## src/ordc_defs.svh

```systemverilog
/*
 holds reset defaults, field positions and register indices of the osd
 configuration bank as macros. assumes inclusion by bare name only.
*/
`ifndef ORDC_DEFS_SVH
`define ORDC_DEFS_SVH

// register indices, written by the command decoder
`define ORDC_REG_SCAN   3'h0
`define ORDC_REG_SYNC   3'h1
`define ORDC_REG_BLINK  3'h2
`define ORDC_REG_SHARED 3'h3
`define ORDC_REG_FRAME  3'h4

// scan_polarity_enable_ctrl: [3:2] scan std, [1] out polarity, [0] enable
`define ORDC_SCAN_RST   4'h2
// sync_polarity_shadow_ctrl: [3] hsync pol, [2] vsync pol, [1:0] shadow mode
`define ORDC_SYNC_RST   4'h1
// blink_ctrl: [3:2] rate, [1:0] duty
`define ORDC_BLINK_RST  4'h0
`define ORDC_SHARED_RST 1'h0
// frame_colour_bank_ctrl: [5:2] r g b i, [1:0] command bank
`define ORDC_FRAME_RST  6'h08

// field positions inside the bank registers
`define ORDC_SCAN_STD_F 3:2
`define ORDC_OUT_POL_B 1
`define ORDC_ENABLE_B 0
`define ORDC_HSYNC_POL_B 3
`define ORDC_VSYNC_POL_B 2
`define ORDC_SHADOW_F 1:0
`define ORDC_BLINK_RATE_F 3:2
`define ORDC_BLINK_DUTY_F 1:0
`define ORDC_FRAME_COL_F 5:2
`define ORDC_BANK_F 1:0
// shadow mode code that selects box shadowing
`define ORDC_SHADOW_BOX 2'h2

// indirect attribute state: {acm, r g b i, size[1:0], end flag}
`define ORDC_ACM_RST    1'h0
`define ORDC_WCOL_RST   4'h2
`define ORDC_SIZE_RST   2'h0
`define ORDC_EOD_RST    1'h0

`endif

```

## src/ordc_pkg.sv

```systemverilog
/*
 holds the types of the osd configuration bank.
 assumes ordc_defs.svh for all numeric values.
*/
package ordc_pkg;
    typedef enum logic [1:0] {
        ORDC_DRV_PULLUP,
        ORDC_DRV_OPEN_DRAIN,
        ORDC_DRV_PUSH_PULL
    } ordc_drive_t;
endpackage

```

## src/ordc_config.sv

```systemverilog
/*
 holds the configuration bank of an osd character generator with its
 power-on defaults, the indirect attribute state and the output ports.
 assumes a command decoder on the same clock presents register writes
 as a one-cycle strobe with index and data, and a display pipeline feeds
 attribute updates from space and carriage-return codes.
*/
`include "ordc_defs.svh"

module ordc_config #(
    parameter logic PORT_C_RESET_HIGH = 1'b1,
    parameter logic SPACE_OPAQUE = 1'b0,
    parameter ordc_pkg::ordc_drive_t DRIVE_A = ordc_pkg::ORDC_DRV_PUSH_PULL,
    parameter ordc_pkg::ordc_drive_t DRIVE_B = ordc_pkg::ORDC_DRV_PUSH_PULL,
    parameter ordc_pkg::ordc_drive_t DRIVE_C = ordc_pkg::ORDC_DRV_PUSH_PULL
) (
    input wire logic clock,
    input wire logic reset_n,
    input wire logic clk_en,
    // register write strobe from the command decoder
    input wire logic reg_wr,
    input wire logic [2:0] reg_idx,
    input wire logic [5:0] reg_wdata,
    // port data write
    input wire logic port_wr,
    input wire logic [2:0] port_wdata,
    // attribute updates from the display pipeline
    input wire logic space_code,
    input wire logic space_acm,
    input wire logic [3:0] space_colour,
    input wire logic cr_code,
    input wire logic [1:0] cr_size,
    input wire logic cr_end,
    // raw pin levels
    input wire logic hsync_pin,
    input wire logic vsync_pin,
    output logic [1:0] scan_std,
    output logic out_polarity,
    output logic display_enable,
    output logic hsync_active,
    output logic vsync_active,
    output logic [1:0] shadow_mode,
    output logic [1:0] blink_rate,
    output logic [1:0] blink_duty,
    output logic shared_pin_sel,
    output logic [3:0] frame_colour,
    output logic [1:0] cmd_bank,
    output logic active_char_monitor,
    output logic [3:0] word_colour,
    output logic [1:0] char_size,
    output logic end_of_display_flag,
    output logic space_opaque,
    output logic out_port_a,
    output logic out_port_a_oe,
    output logic out_port_b,
    output logic out_port_b_oe,
    output logic out_port_c,
    output logic out_port_c_oe
);
    logic [3:0] scan_polarity_enable_ctrl;
    logic [3:0] sync_polarity_shadow_ctrl;
    logic [3:0] blink_ctrl;
    logic shared_pin_ctrl;
    logic [5:0] frame_colour_bank_ctrl;
    logic [3:0] next_scan;
    logic [3:0] next_sync;
    logic [3:0] next_blink;
    logic next_shared;
    logic [5:0] next_frame;
    logic acm_q;
    logic [3:0] wcol_q;
    logic [1:0] size_q;
    logic eod_q;
    logic next_acm;
    logic [3:0] next_wcol;
    logic [1:0] next_size;
    logic next_eod;
    logic [2:0] port_q;
    logic [2:0] next_port;
    logic hs_sync;
    logic vs_sync;
    logic hs_act_q;
    logic vs_act_q;
    logic next_hs_act;
    logic next_vs_act;
    logic opaque_q;
    logic next_opaque;
    logic pa_out;
    logic pa_oe;
    logic pb_out;
    logic pb_oe;
    logic pc_out;
    logic pc_oe;
    logic pa_out_q;
    logic pa_oe_q;
    logic pb_out_q;
    logic pb_oe_q;
    logic pc_out_q;
    logic pc_oe_q;

    // pad enable for a level: push-pull always drives, the others only pull low
    function automatic logic drive_oe(
        input ordc_pkg::ordc_drive_t drive,
        input logic level
    );
        return (drive == ordc_pkg::ORDC_DRV_PUSH_PULL) | ~level;
    endfunction

    localparam logic PA_OE_RST = drive_oe(DRIVE_A, 1'b1);
    localparam logic PB_OE_RST = drive_oe(DRIVE_B, 1'b1);
    localparam logic PC_OE_RST = drive_oe(DRIVE_C, PORT_C_RESET_HIGH);

    // host-written bank; every register loads a power-on default at reset
    always_comb begin
        next_scan = scan_polarity_enable_ctrl;
        next_sync = sync_polarity_shadow_ctrl;
        next_blink = blink_ctrl;
        next_shared = shared_pin_ctrl;
        next_frame = frame_colour_bank_ctrl;
        if (clk_en && reg_wr) begin
            if (reg_idx == `ORDC_REG_SCAN) begin
                next_scan = reg_wdata[3:0];
            end else if (reg_idx == `ORDC_REG_SYNC) begin
                next_sync = reg_wdata[3:0];
            end else if (reg_idx == `ORDC_REG_BLINK) begin
                next_blink = reg_wdata[3:0];
            end else if (reg_idx == `ORDC_REG_SHARED) begin
                next_shared = reg_wdata[0];
            end else if (reg_idx == `ORDC_REG_FRAME) begin
                next_frame = reg_wdata;
            end
        end
    end

    always_ff @(posedge clock or negedge reset_n) begin
        if (!reset_n) begin
            scan_polarity_enable_ctrl <= `ORDC_SCAN_RST;
            sync_polarity_shadow_ctrl <= `ORDC_SYNC_RST;
            blink_ctrl <= `ORDC_BLINK_RST;
            shared_pin_ctrl <= `ORDC_SHARED_RST;
            frame_colour_bank_ctrl <= `ORDC_FRAME_RST;
        end else begin
            scan_polarity_enable_ctrl <= next_scan;
            sync_polarity_shadow_ctrl <= next_sync;
            blink_ctrl <= next_blink;
            shared_pin_ctrl <= next_shared;
            frame_colour_bank_ctrl <= next_frame;
        end
    end

    // indirect attributes, changed only by display codes
    always_comb begin
        next_acm = acm_q;
        next_wcol = wcol_q;
        next_size = size_q;
        next_eod = eod_q;
        if (clk_en && space_code) begin
            next_acm = space_acm;
            next_wcol = space_colour;
        end
        if (clk_en && cr_code) begin
            next_size = cr_size;
            next_eod = cr_end;
        end
    end

    always_ff @(posedge clock or negedge reset_n) begin
        if (!reset_n) begin
            acm_q <= `ORDC_ACM_RST;
            wcol_q <= `ORDC_WCOL_RST;
            size_q <= `ORDC_SIZE_RST;
            eod_q <= `ORDC_EOD_RST;
        end else begin
            acm_q <= next_acm;
            wcol_q <= next_wcol;
            size_q <= next_size;
            eod_q <= next_eod;
        end
    end

    // sync inputs: resolve programmed polarity after synchronising
    ordc_sync2 u_hs (
        .clock(clock),
        .reset_n(reset_n),
        .clk_en(clk_en),
        .async_in(hsync_pin),
        .sync_out(hs_sync)
    );

    ordc_sync2 u_vs (
        .clock(clock),
        .reset_n(reset_n),
        .clk_en(clk_en),
        .async_in(vsync_pin),
        .sync_out(vs_sync)
    );

    // ports: option-driven reset level, then host data
    always_comb begin
        next_port = port_q;
        next_hs_act = hs_act_q;
        next_vs_act = vs_act_q;
        next_opaque = opaque_q;
        if (clk_en) begin
            if (port_wr) begin
                next_port = port_wdata;
            end
            next_hs_act = hs_sync ~^ sync_polarity_shadow_ctrl[`ORDC_HSYNC_POL_B];
            next_vs_act = vs_sync ~^ sync_polarity_shadow_ctrl[`ORDC_VSYNC_POL_B];
            // option only matters in box shadowing mode
            next_opaque = SPACE_OPAQUE & (next_sync[`ORDC_SHADOW_F] == `ORDC_SHADOW_BOX);
        end
    end

    always_ff @(posedge clock or negedge reset_n) begin
        if (!reset_n) begin
            port_q <= {PORT_C_RESET_HIGH, 2'h3};
            hs_act_q <= 1'h0;
            vs_act_q <= 1'h0;
            opaque_q <= 1'h0;
        end else begin
            port_q <= next_port;
            hs_act_q <= next_hs_act;
            vs_act_q <= next_vs_act;
            opaque_q <= next_opaque;
        end
    end

    ordc_port_drv #(.DRIVE(DRIVE_A)) u_pa (
        .level(next_port[0]),
        .pin_out(pa_out),
        .pin_oe(pa_oe)
    );

    ordc_port_drv #(.DRIVE(DRIVE_B)) u_pb (
        .level(next_port[1]),
        .pin_out(pb_out),
        .pin_oe(pb_oe)
    );

    ordc_port_drv #(.DRIVE(DRIVE_C)) u_pc (
        .level(next_port[2]),
        .pin_out(pc_out),
        .pin_oe(pc_oe)
    );

    // pad outputs registered so they stand straight from flip-flops
    always_ff @(posedge clock or negedge reset_n) begin
        if (!reset_n) begin
            pa_out_q <= 1'h1;
            pa_oe_q <= PA_OE_RST;
            pb_out_q <= 1'h1;
            pb_oe_q <= PB_OE_RST;
            pc_out_q <= PORT_C_RESET_HIGH;
            pc_oe_q <= PC_OE_RST;
        end else begin
            pa_out_q <= pa_out;
            pa_oe_q <= pa_oe;
            pb_out_q <= pb_out;
            pb_oe_q <= pb_oe;
            pc_out_q <= pc_out;
            pc_oe_q <= pc_oe;
        end
    end

    // field views; every one comes straight from a flop
    assign scan_std = scan_polarity_enable_ctrl[`ORDC_SCAN_STD_F];
    assign out_polarity = scan_polarity_enable_ctrl[`ORDC_OUT_POL_B];
    assign display_enable = scan_polarity_enable_ctrl[`ORDC_ENABLE_B];
    assign hsync_active = hs_act_q;
    assign vsync_active = vs_act_q;
    assign shadow_mode = sync_polarity_shadow_ctrl[`ORDC_SHADOW_F];
    assign blink_rate = blink_ctrl[`ORDC_BLINK_RATE_F];
    assign blink_duty = blink_ctrl[`ORDC_BLINK_DUTY_F];
    assign shared_pin_sel = shared_pin_ctrl;
    assign frame_colour = frame_colour_bank_ctrl[`ORDC_FRAME_COL_F];
    assign cmd_bank = frame_colour_bank_ctrl[`ORDC_BANK_F];
    assign active_char_monitor = acm_q;
    assign word_colour = wcol_q;
    assign char_size = size_q;
    assign end_of_display_flag = eod_q;
    assign space_opaque = opaque_q;
    assign out_port_a = pa_out_q;
    assign out_port_a_oe = pa_oe_q;
    assign out_port_b = pb_out_q;
    assign out_port_b_oe = pb_oe_q;
    assign out_port_c = pc_out_q;
    assign out_port_c_oe = pc_oe_q;
endmodule // ordc_config

```

## src/ordc_port_drv.sv

```systemverilog
/*
 holds one output port driver with a build-time drive style.
 assumes the surrounding pad resolves output and enable to a wire level.
*/
module ordc_port_drv #(
    parameter ordc_pkg::ordc_drive_t DRIVE = ordc_pkg::ORDC_DRV_PUSH_PULL
) (
    input wire logic level,
    output logic pin_out,
    output logic pin_oe
);
    // pull-up and open-drain only drive low; the high comes from outside
    always_comb begin
        pin_out = level;
        pin_oe = (DRIVE == ordc_pkg::ORDC_DRV_PUSH_PULL) ? 1'b1 : ~level;
    end
endmodule // ordc_port_drv

```

## src/ordc_sync2.sv

```systemverilog
/*
 holds a two flip-flop level synchroniser.
 assumes an asynchronous active low reset and a clock enable.
*/
module ordc_sync2 (
    input wire logic clock,
    input wire logic reset_n,
    input wire logic clk_en,
    input wire logic async_in,
    output logic sync_out
);
    logic meta;
    logic next_meta;
    logic next_sync_out;

    always_comb begin
        next_meta = clk_en ? async_in : meta;
        next_sync_out = clk_en ? meta : sync_out;
    end

    always_ff @(posedge clock or negedge reset_n) begin
        if (!reset_n) begin
            // resets high: sync pins idle high under the default low-active polarity
            meta <= 1'b1;
            sync_out <= 1'b1;
        end else begin
            meta <= next_meta;
            sync_out <= next_sync_out;
        end
    end
endmodule // ordc_sync2

```

## config.mk

```make
export PLATFORM = sky130hd
export DESIGN_NAME = ordc_config
export DESIGN_NICKNAME = d
export VERILOG_FILES = /design/src/ordc_pkg.sv /design/src/ordc_config.sv /design/src/ordc_port_drv.sv /design/src/ordc_sync2.sv
export VERILOG_INCLUDE_DIRS = /design/src
export SDC_FILE = /design/constraint.sdc
export NUM_CORES = 1
export LEC_CHECK = 0
export BUFFER_PORTS_ARGS = -buffer_cell sky130_fd_sc_hd__clkbuf_2
export CAP_MARGIN = 10
export CORE_UTILIZATION = 40
export CTS_BUF_LIST = sky130_fd_sc_hd__clkbuf_16
export DETAILED_ROUTE_END_ITERATION = 12
export GPL_ROUTABILITY_DRIVEN = 0
export GPL_TIMING_DRIVEN = 0
export PLACE_DENSITY = 0.63
export SLEW_MARGIN = 20
export SYNTH_ARGS = -nofsm -noshare
export SYNTH_HDL_FRONTEND = slang
export SYNTH_HIERARCHICAL = 1
export SYNTH_SLANG_ARGS = --single-unit
```

## constraint.sdc

```tcl
create_clock -name clock -period 1.5 [get_ports clock]
set_clock_uncertainty 0.15 [all_clocks]
set_input_delay 0.3 -clock clock [delete_from_list [all_inputs] [get_ports clock]]
set_output_delay 0.3 -clock clock [all_outputs]
set_load 0.005 [all_outputs]
```

---- Word-level counts from Yosys, hierarchy flattened ----
Index checks and enable logic that the tools add are counted.
cells by class
  multipliers ............................. 0
  div/mod/pow operators ................... 0
  shifts and indexed selects .............. 0
  order comparisons ....................... 0
  bitwise gates (word level) .............. 6
  mux-type cells .......................... 2
  $add $sub $neg .......................... 0
  eq/ne operators ......................... 4
  reduce and logical (&&, ||, !) cells .... 9
operator list
  operator            count
  $eq 3x2->1 const B  2
  $mux 3              2
  $reduce_and 6->1    1
  $reduce_and 5->1    1
  $not 1->1           4
  $reduce_and 4->1    1
  $eq 3x1->1 const B  1
  $eq 3x3->1 const B  1
  $logic_and 1x1->1   3
  $logic_not 3->1     1
  $reduce_and 3->1    1
  $reduce_and 2->1    1
  $xnor 1x1->1        2
storage, ports and cells
  memory bits (writable) .................. 0
  bits in latches ......................... 0
  input port bits ......................... 29
  output and inout bits ................... 34
  flip-flop bits (word level) ............. 39
  ROM bits ................................ 0
  memories ................................ 0

---- Logic depth before layout (Yosys ltp) ----
  depth in word-level cells ............... 3
  gate-level depth with buffers ........... 4
  depth with buffers taken out ............ 3

---- Cells and area by module ----
The synthesis kept the hierarchy.
by module, submodules not included
  module         sequential area each (um2)  cells an instance  instances  area an instance (um2)
  ordc_config    967.2                       87                 1          1,478.9
  ordc_sync2     52.6                        4                  2          75.1
  ordc_port_drv  0.0                         3                  3          18.8

---- Worst setup path before layout ----
OpenSTA, ideal clock, no wires.
  path kind ............................... input-to-reg
  from .................................... input port reg_wr
  to ...................................... register frame_colour_bank_ctrl[0]
  stages on the path ...................... 4
  slack ................................... -0.095 ns
  data arrival time ....................... 1.320 ns
  data required time ...................... 1.225 ns
  path through ............................ nand2_2 > or4b_1 > buf_2 > mux2_4
between the ends
  longest elaborated chain between the ends .. 2
ends and longest elaborated chain
  what                        line                source
  start, declared             ordc_config.sv:21   input wire logic reg_wr,
  $logic_and 1x1->1           ordc_config.sv:120  if (clk_en && reg_wr) begin
  $reduce_and 6->1 (no line)  n/a
  end signal, assigned        ordc_config.sv:141  frame_colour_bank_ctrl <= `ORDC_FRAME_RST;
  end signal, assigned        ordc_config.sv:147  frame_colour_bank_ctrl <= next_frame;
  end, declared               ordc_config.sv:64   logic [5:0] frame_colour_bank_ctrl;
Every way passes these cells.
A chain may end at the register's enable or synchronous reset.

---- Worst setup path after layout ----
  from .................................... input port clk_en
  to ...................................... register frame_colour_bank_ctrl[1]
between the ends
  longest elaborated chain between the ends .. 2
ends and longest elaborated chain
  what                        line                source
  start, declared             ordc_config.sv:19   input wire logic clk_en,
  $logic_and 1x1->1           ordc_config.sv:120
  $reduce_and 6->1 (no line)  n/a
Every way passes these cells.

==> impl_metrics.ini <==
[final_layout]
diodes = 0
layout_common_cells = 59 x clkbuf_2, 30 x mux2_2, 25 x dfrtp_1, 17 x dfstp_2, 9 x buf_4
layout.nets = 201
drive_above_1_share = 0.775
area_growth_pct = 33.0
layout.cells.most_common = clkbuf_2
utilization = 0.556
layout.cells.non_filler = 223

[timing]
min_period_over_period = 0.983
min_period_ns = 1.47
holdWs_ns = -0.00275
tightestPinTransition_ns = 0.895
fmaxAchievable_mhz = 678
rsz0062_at_grt = no
hold_viol_final = 7
slew_violations = 0
relSlewSlack = 0.403
setup_viol = 0

[routing]
drc = 0
top_layer = met4
finalWirelength_um = 3030
wl_met1_um = 1200
vias = 1029
vias_per_cell = 4.61
ant_nets = 0
wl_per_cell_um = 13.6
first_pass_iters = 2
route.met2.wl_um = 1660
drt-initial-drc-count = 27
wl_met3_um = 136

[cts]
insertion_delay_ns = 0.28
clock_path_buffers = 2
clk_pin_slew_ns = 0.06
numCtsBuffers = 5
cts.htree.levels = 2
cts_sinks = 42
cts_hold_buf = 0
cts_tree = yes
cts_setup_buffers = 0
cts_root_buffer = clkbuf_16

[yosys]
synth_nets = 133
yosysTopAreaCell = dfrtp_1
syn_area_um2 = 1690
synth-seq-area-share = 0.636
synth_mux_area_frac = 0.254
yosys.area_share.xor_xnor = 0.0104
synth_warnings = 6
ys_ff_latch = 42
synthDominantCellAreaShare = 0.371
syn_inst = 104
yosys.area_share.simple = 0.0453
synth_cell_type_count = 15
synth_area_leaders = dfrtp_1 37%, dfstp_2 27%, mux2_2 20%, mux2_4 5.3%, buf_4 4.0%
synth_adder_area_share = 0
syn_area_per_cell_um2 = 16.2
synth-compound-area-share = 0
synth_top_family_by_area = multiplexers

[power]
power_w = 0.00306
pwr-share-comb = 0.189
irDropWorstVdd_mv = 0.776
clkPwrFrac = 0.321
swShare = 0.227
seq_power_share = 0.490
cellLeakagePower_nw = 1.09
p_switching_w = 0.000695
internal-power_w = 0.00236
power_density_nw_per_um2 = 1360

[worst_setup_path]
crit_start = clk_en
cpPeakStageDelay_ns = 0.48
critPathBufInv = 2
reg2regPathDepth = 2
crit_path_cell_trace = clkbuf_8, nand2_8, or4b_4, buf_6, mux2_4
slowest_stage = or4b_4
reg2reg_to = vsync_active
path_class = in -> reg
reg2reg_setup_slack_ns = 0.39
critPathRequiredTime_ns = 1.51
r2r_start = u_vs/sync_out
path_depth = 5
cp_max_fo = 10
critPathCapture = frame_colour_bank_ctrl[1]
path_delay_family = simple AND/OR/NAND/NOR gates
critPathArrivalTime_ns = 1.48
startpoint_type = input pin
critPathCaptureType = flop

[floorplanning]
dieHeight_um = 66.9
fp.dieArea_um2 = 4480
fp.coreArea_um2 = 4030
die_w_um = 66.9
num_rows = 23
start_util = 0.418
io_pins = 63

[place]
dpl.hpwl_um = 2230
dp.cells = 215
io_buffers = 61

[grt]
grt_max_degree = 43
gr-total-overflow = 0
antenna_found_initial = 0
grtUsageTotal = 0.151
grt_pass1_wl_um = 4650
grt_pass1_vias = 1040

[min_path]
hp-class = in -> async

[outcome]
status = finished with violations
violations = hold timing

[run]
max-cap-violations = 0
power groups by stage:
stage | combinational, W | clock, W | sequential, W
global route | 0.000640 | 0.00108 | 0.00153
CTS | 0.000589 | 0.00102 | 0.00150
finish | 0.000577 | 0.000981 | 0.00150
global placement | 0.000565 | 0 | 0.00151
detailed placement | 0.000581 | 0 | 0.00152
floorplan | 0.000282 | 0 | 0.00152
area by class of cell:
| class | count | area (µm²) |
|---|---|---|
| Fill cell | 357 | 1790 |
| Sequential cell | 42 | 1070 |
| Multi-Input combinational cell | 51 | 572 |
| Timing Repair Buffer | 61 | 314 |
| Clock buffer | 5 | 125 |
| Buffer | 11 | 82.6 |
| Tap cell | 50 | 62.6 |
| Clock inverter | 3 | 12.5 |
synthesized netlist by cell type, drive strengths merged:
library cell	n
nand2	4
dfstp	17
or4	1
mux2	36
clkbuf	1
or4b	1
xnor2	2
conb	4
nand4bb	1
nor4b	2
dfrtp	25
buf	10
logic make-up after synthesis:
logic type,after synthesis
other,4
buffers and inverters,11
flip-flops,42
AND/OR/NAND/NOR,9
multiplexers,36
XOR/XNOR,2
through the flow:
step / cell area (µm²) / TNS (ns) / worst slack, ns / hold slack (ns)
after floorplan: 1710 / -0.107 / -0.0214 / -0.146
after global placement: 2080 / -6.75 / -0.422 / 0.340
after detailed placement: 2080 / -7.19 / -0.459 / 0.347
after CTS: 2240 / 0 / 0.0264 / 0.0590
after global routing: 2240 / 0 / 0.0170 / 0.0651
final: 2240 / 0 / 0.0253 / -0.00275
worst min-delay path by stage:
stage	to	slack (ns)	cells after the start
4_1_cts	frame_colour_bank_ctrl[4]	0.06	1
2_1_floorplan	active_char_monitor	-0.15	0
6_report	frame_colour_bank_ctrl[4]	-0.003	1
5_1_grt	frame_colour_bank_ctrl[5]	0.07	1
3_3_place_gp	frame_colour_bank_ctrl[4]	0.34	1
3_5_place_dp	word_colour[3]	0.35	1
registers in the layout (all words and copies together), names as in the netlist:
register	count
u_vs/meta	1
u_vs/sync_out	1
blink_ctrl	4
out_port_a	1
port_q	3
sync_polarity_shadow_ctrl	4
end_of_display_flag	1
out_port_a_oe	1
active_char_monitor	1
out_port_c_oe	1
shared_pin_sel	1
vsync_active	1
hsync_active	1
char_size	2
out_port_c	1
u_hs/meta	1
out_port_b	1
frame_colour_bank_ctrl	6
out_port_b_oe	1
u_hs/sync_out	1
word_colour	4
scan_polarity_enable_ctrl	4
worst reg2reg max path, stage by stage, from the launching register on:
cell     delay (ns)
dfstp_2        0.53
xnor2_1        0.06
mux2_2         0.26
repair_timing:
action | CTS | global route
endpoints found under the setup margin | 18 | 0
resized for setup | 4 | 0
hold endpoints to repair | 0 | 0
metal layers:
layer | global-route usage | vias up
met1 | 0.164 | 511
met5 | 0 | -
met3 | 0.0616 | 5
met4 | 0.0745 | 0
li1 | - | 485
met2 | 0.251 | 28
Power figures use the tool's default switching activity.
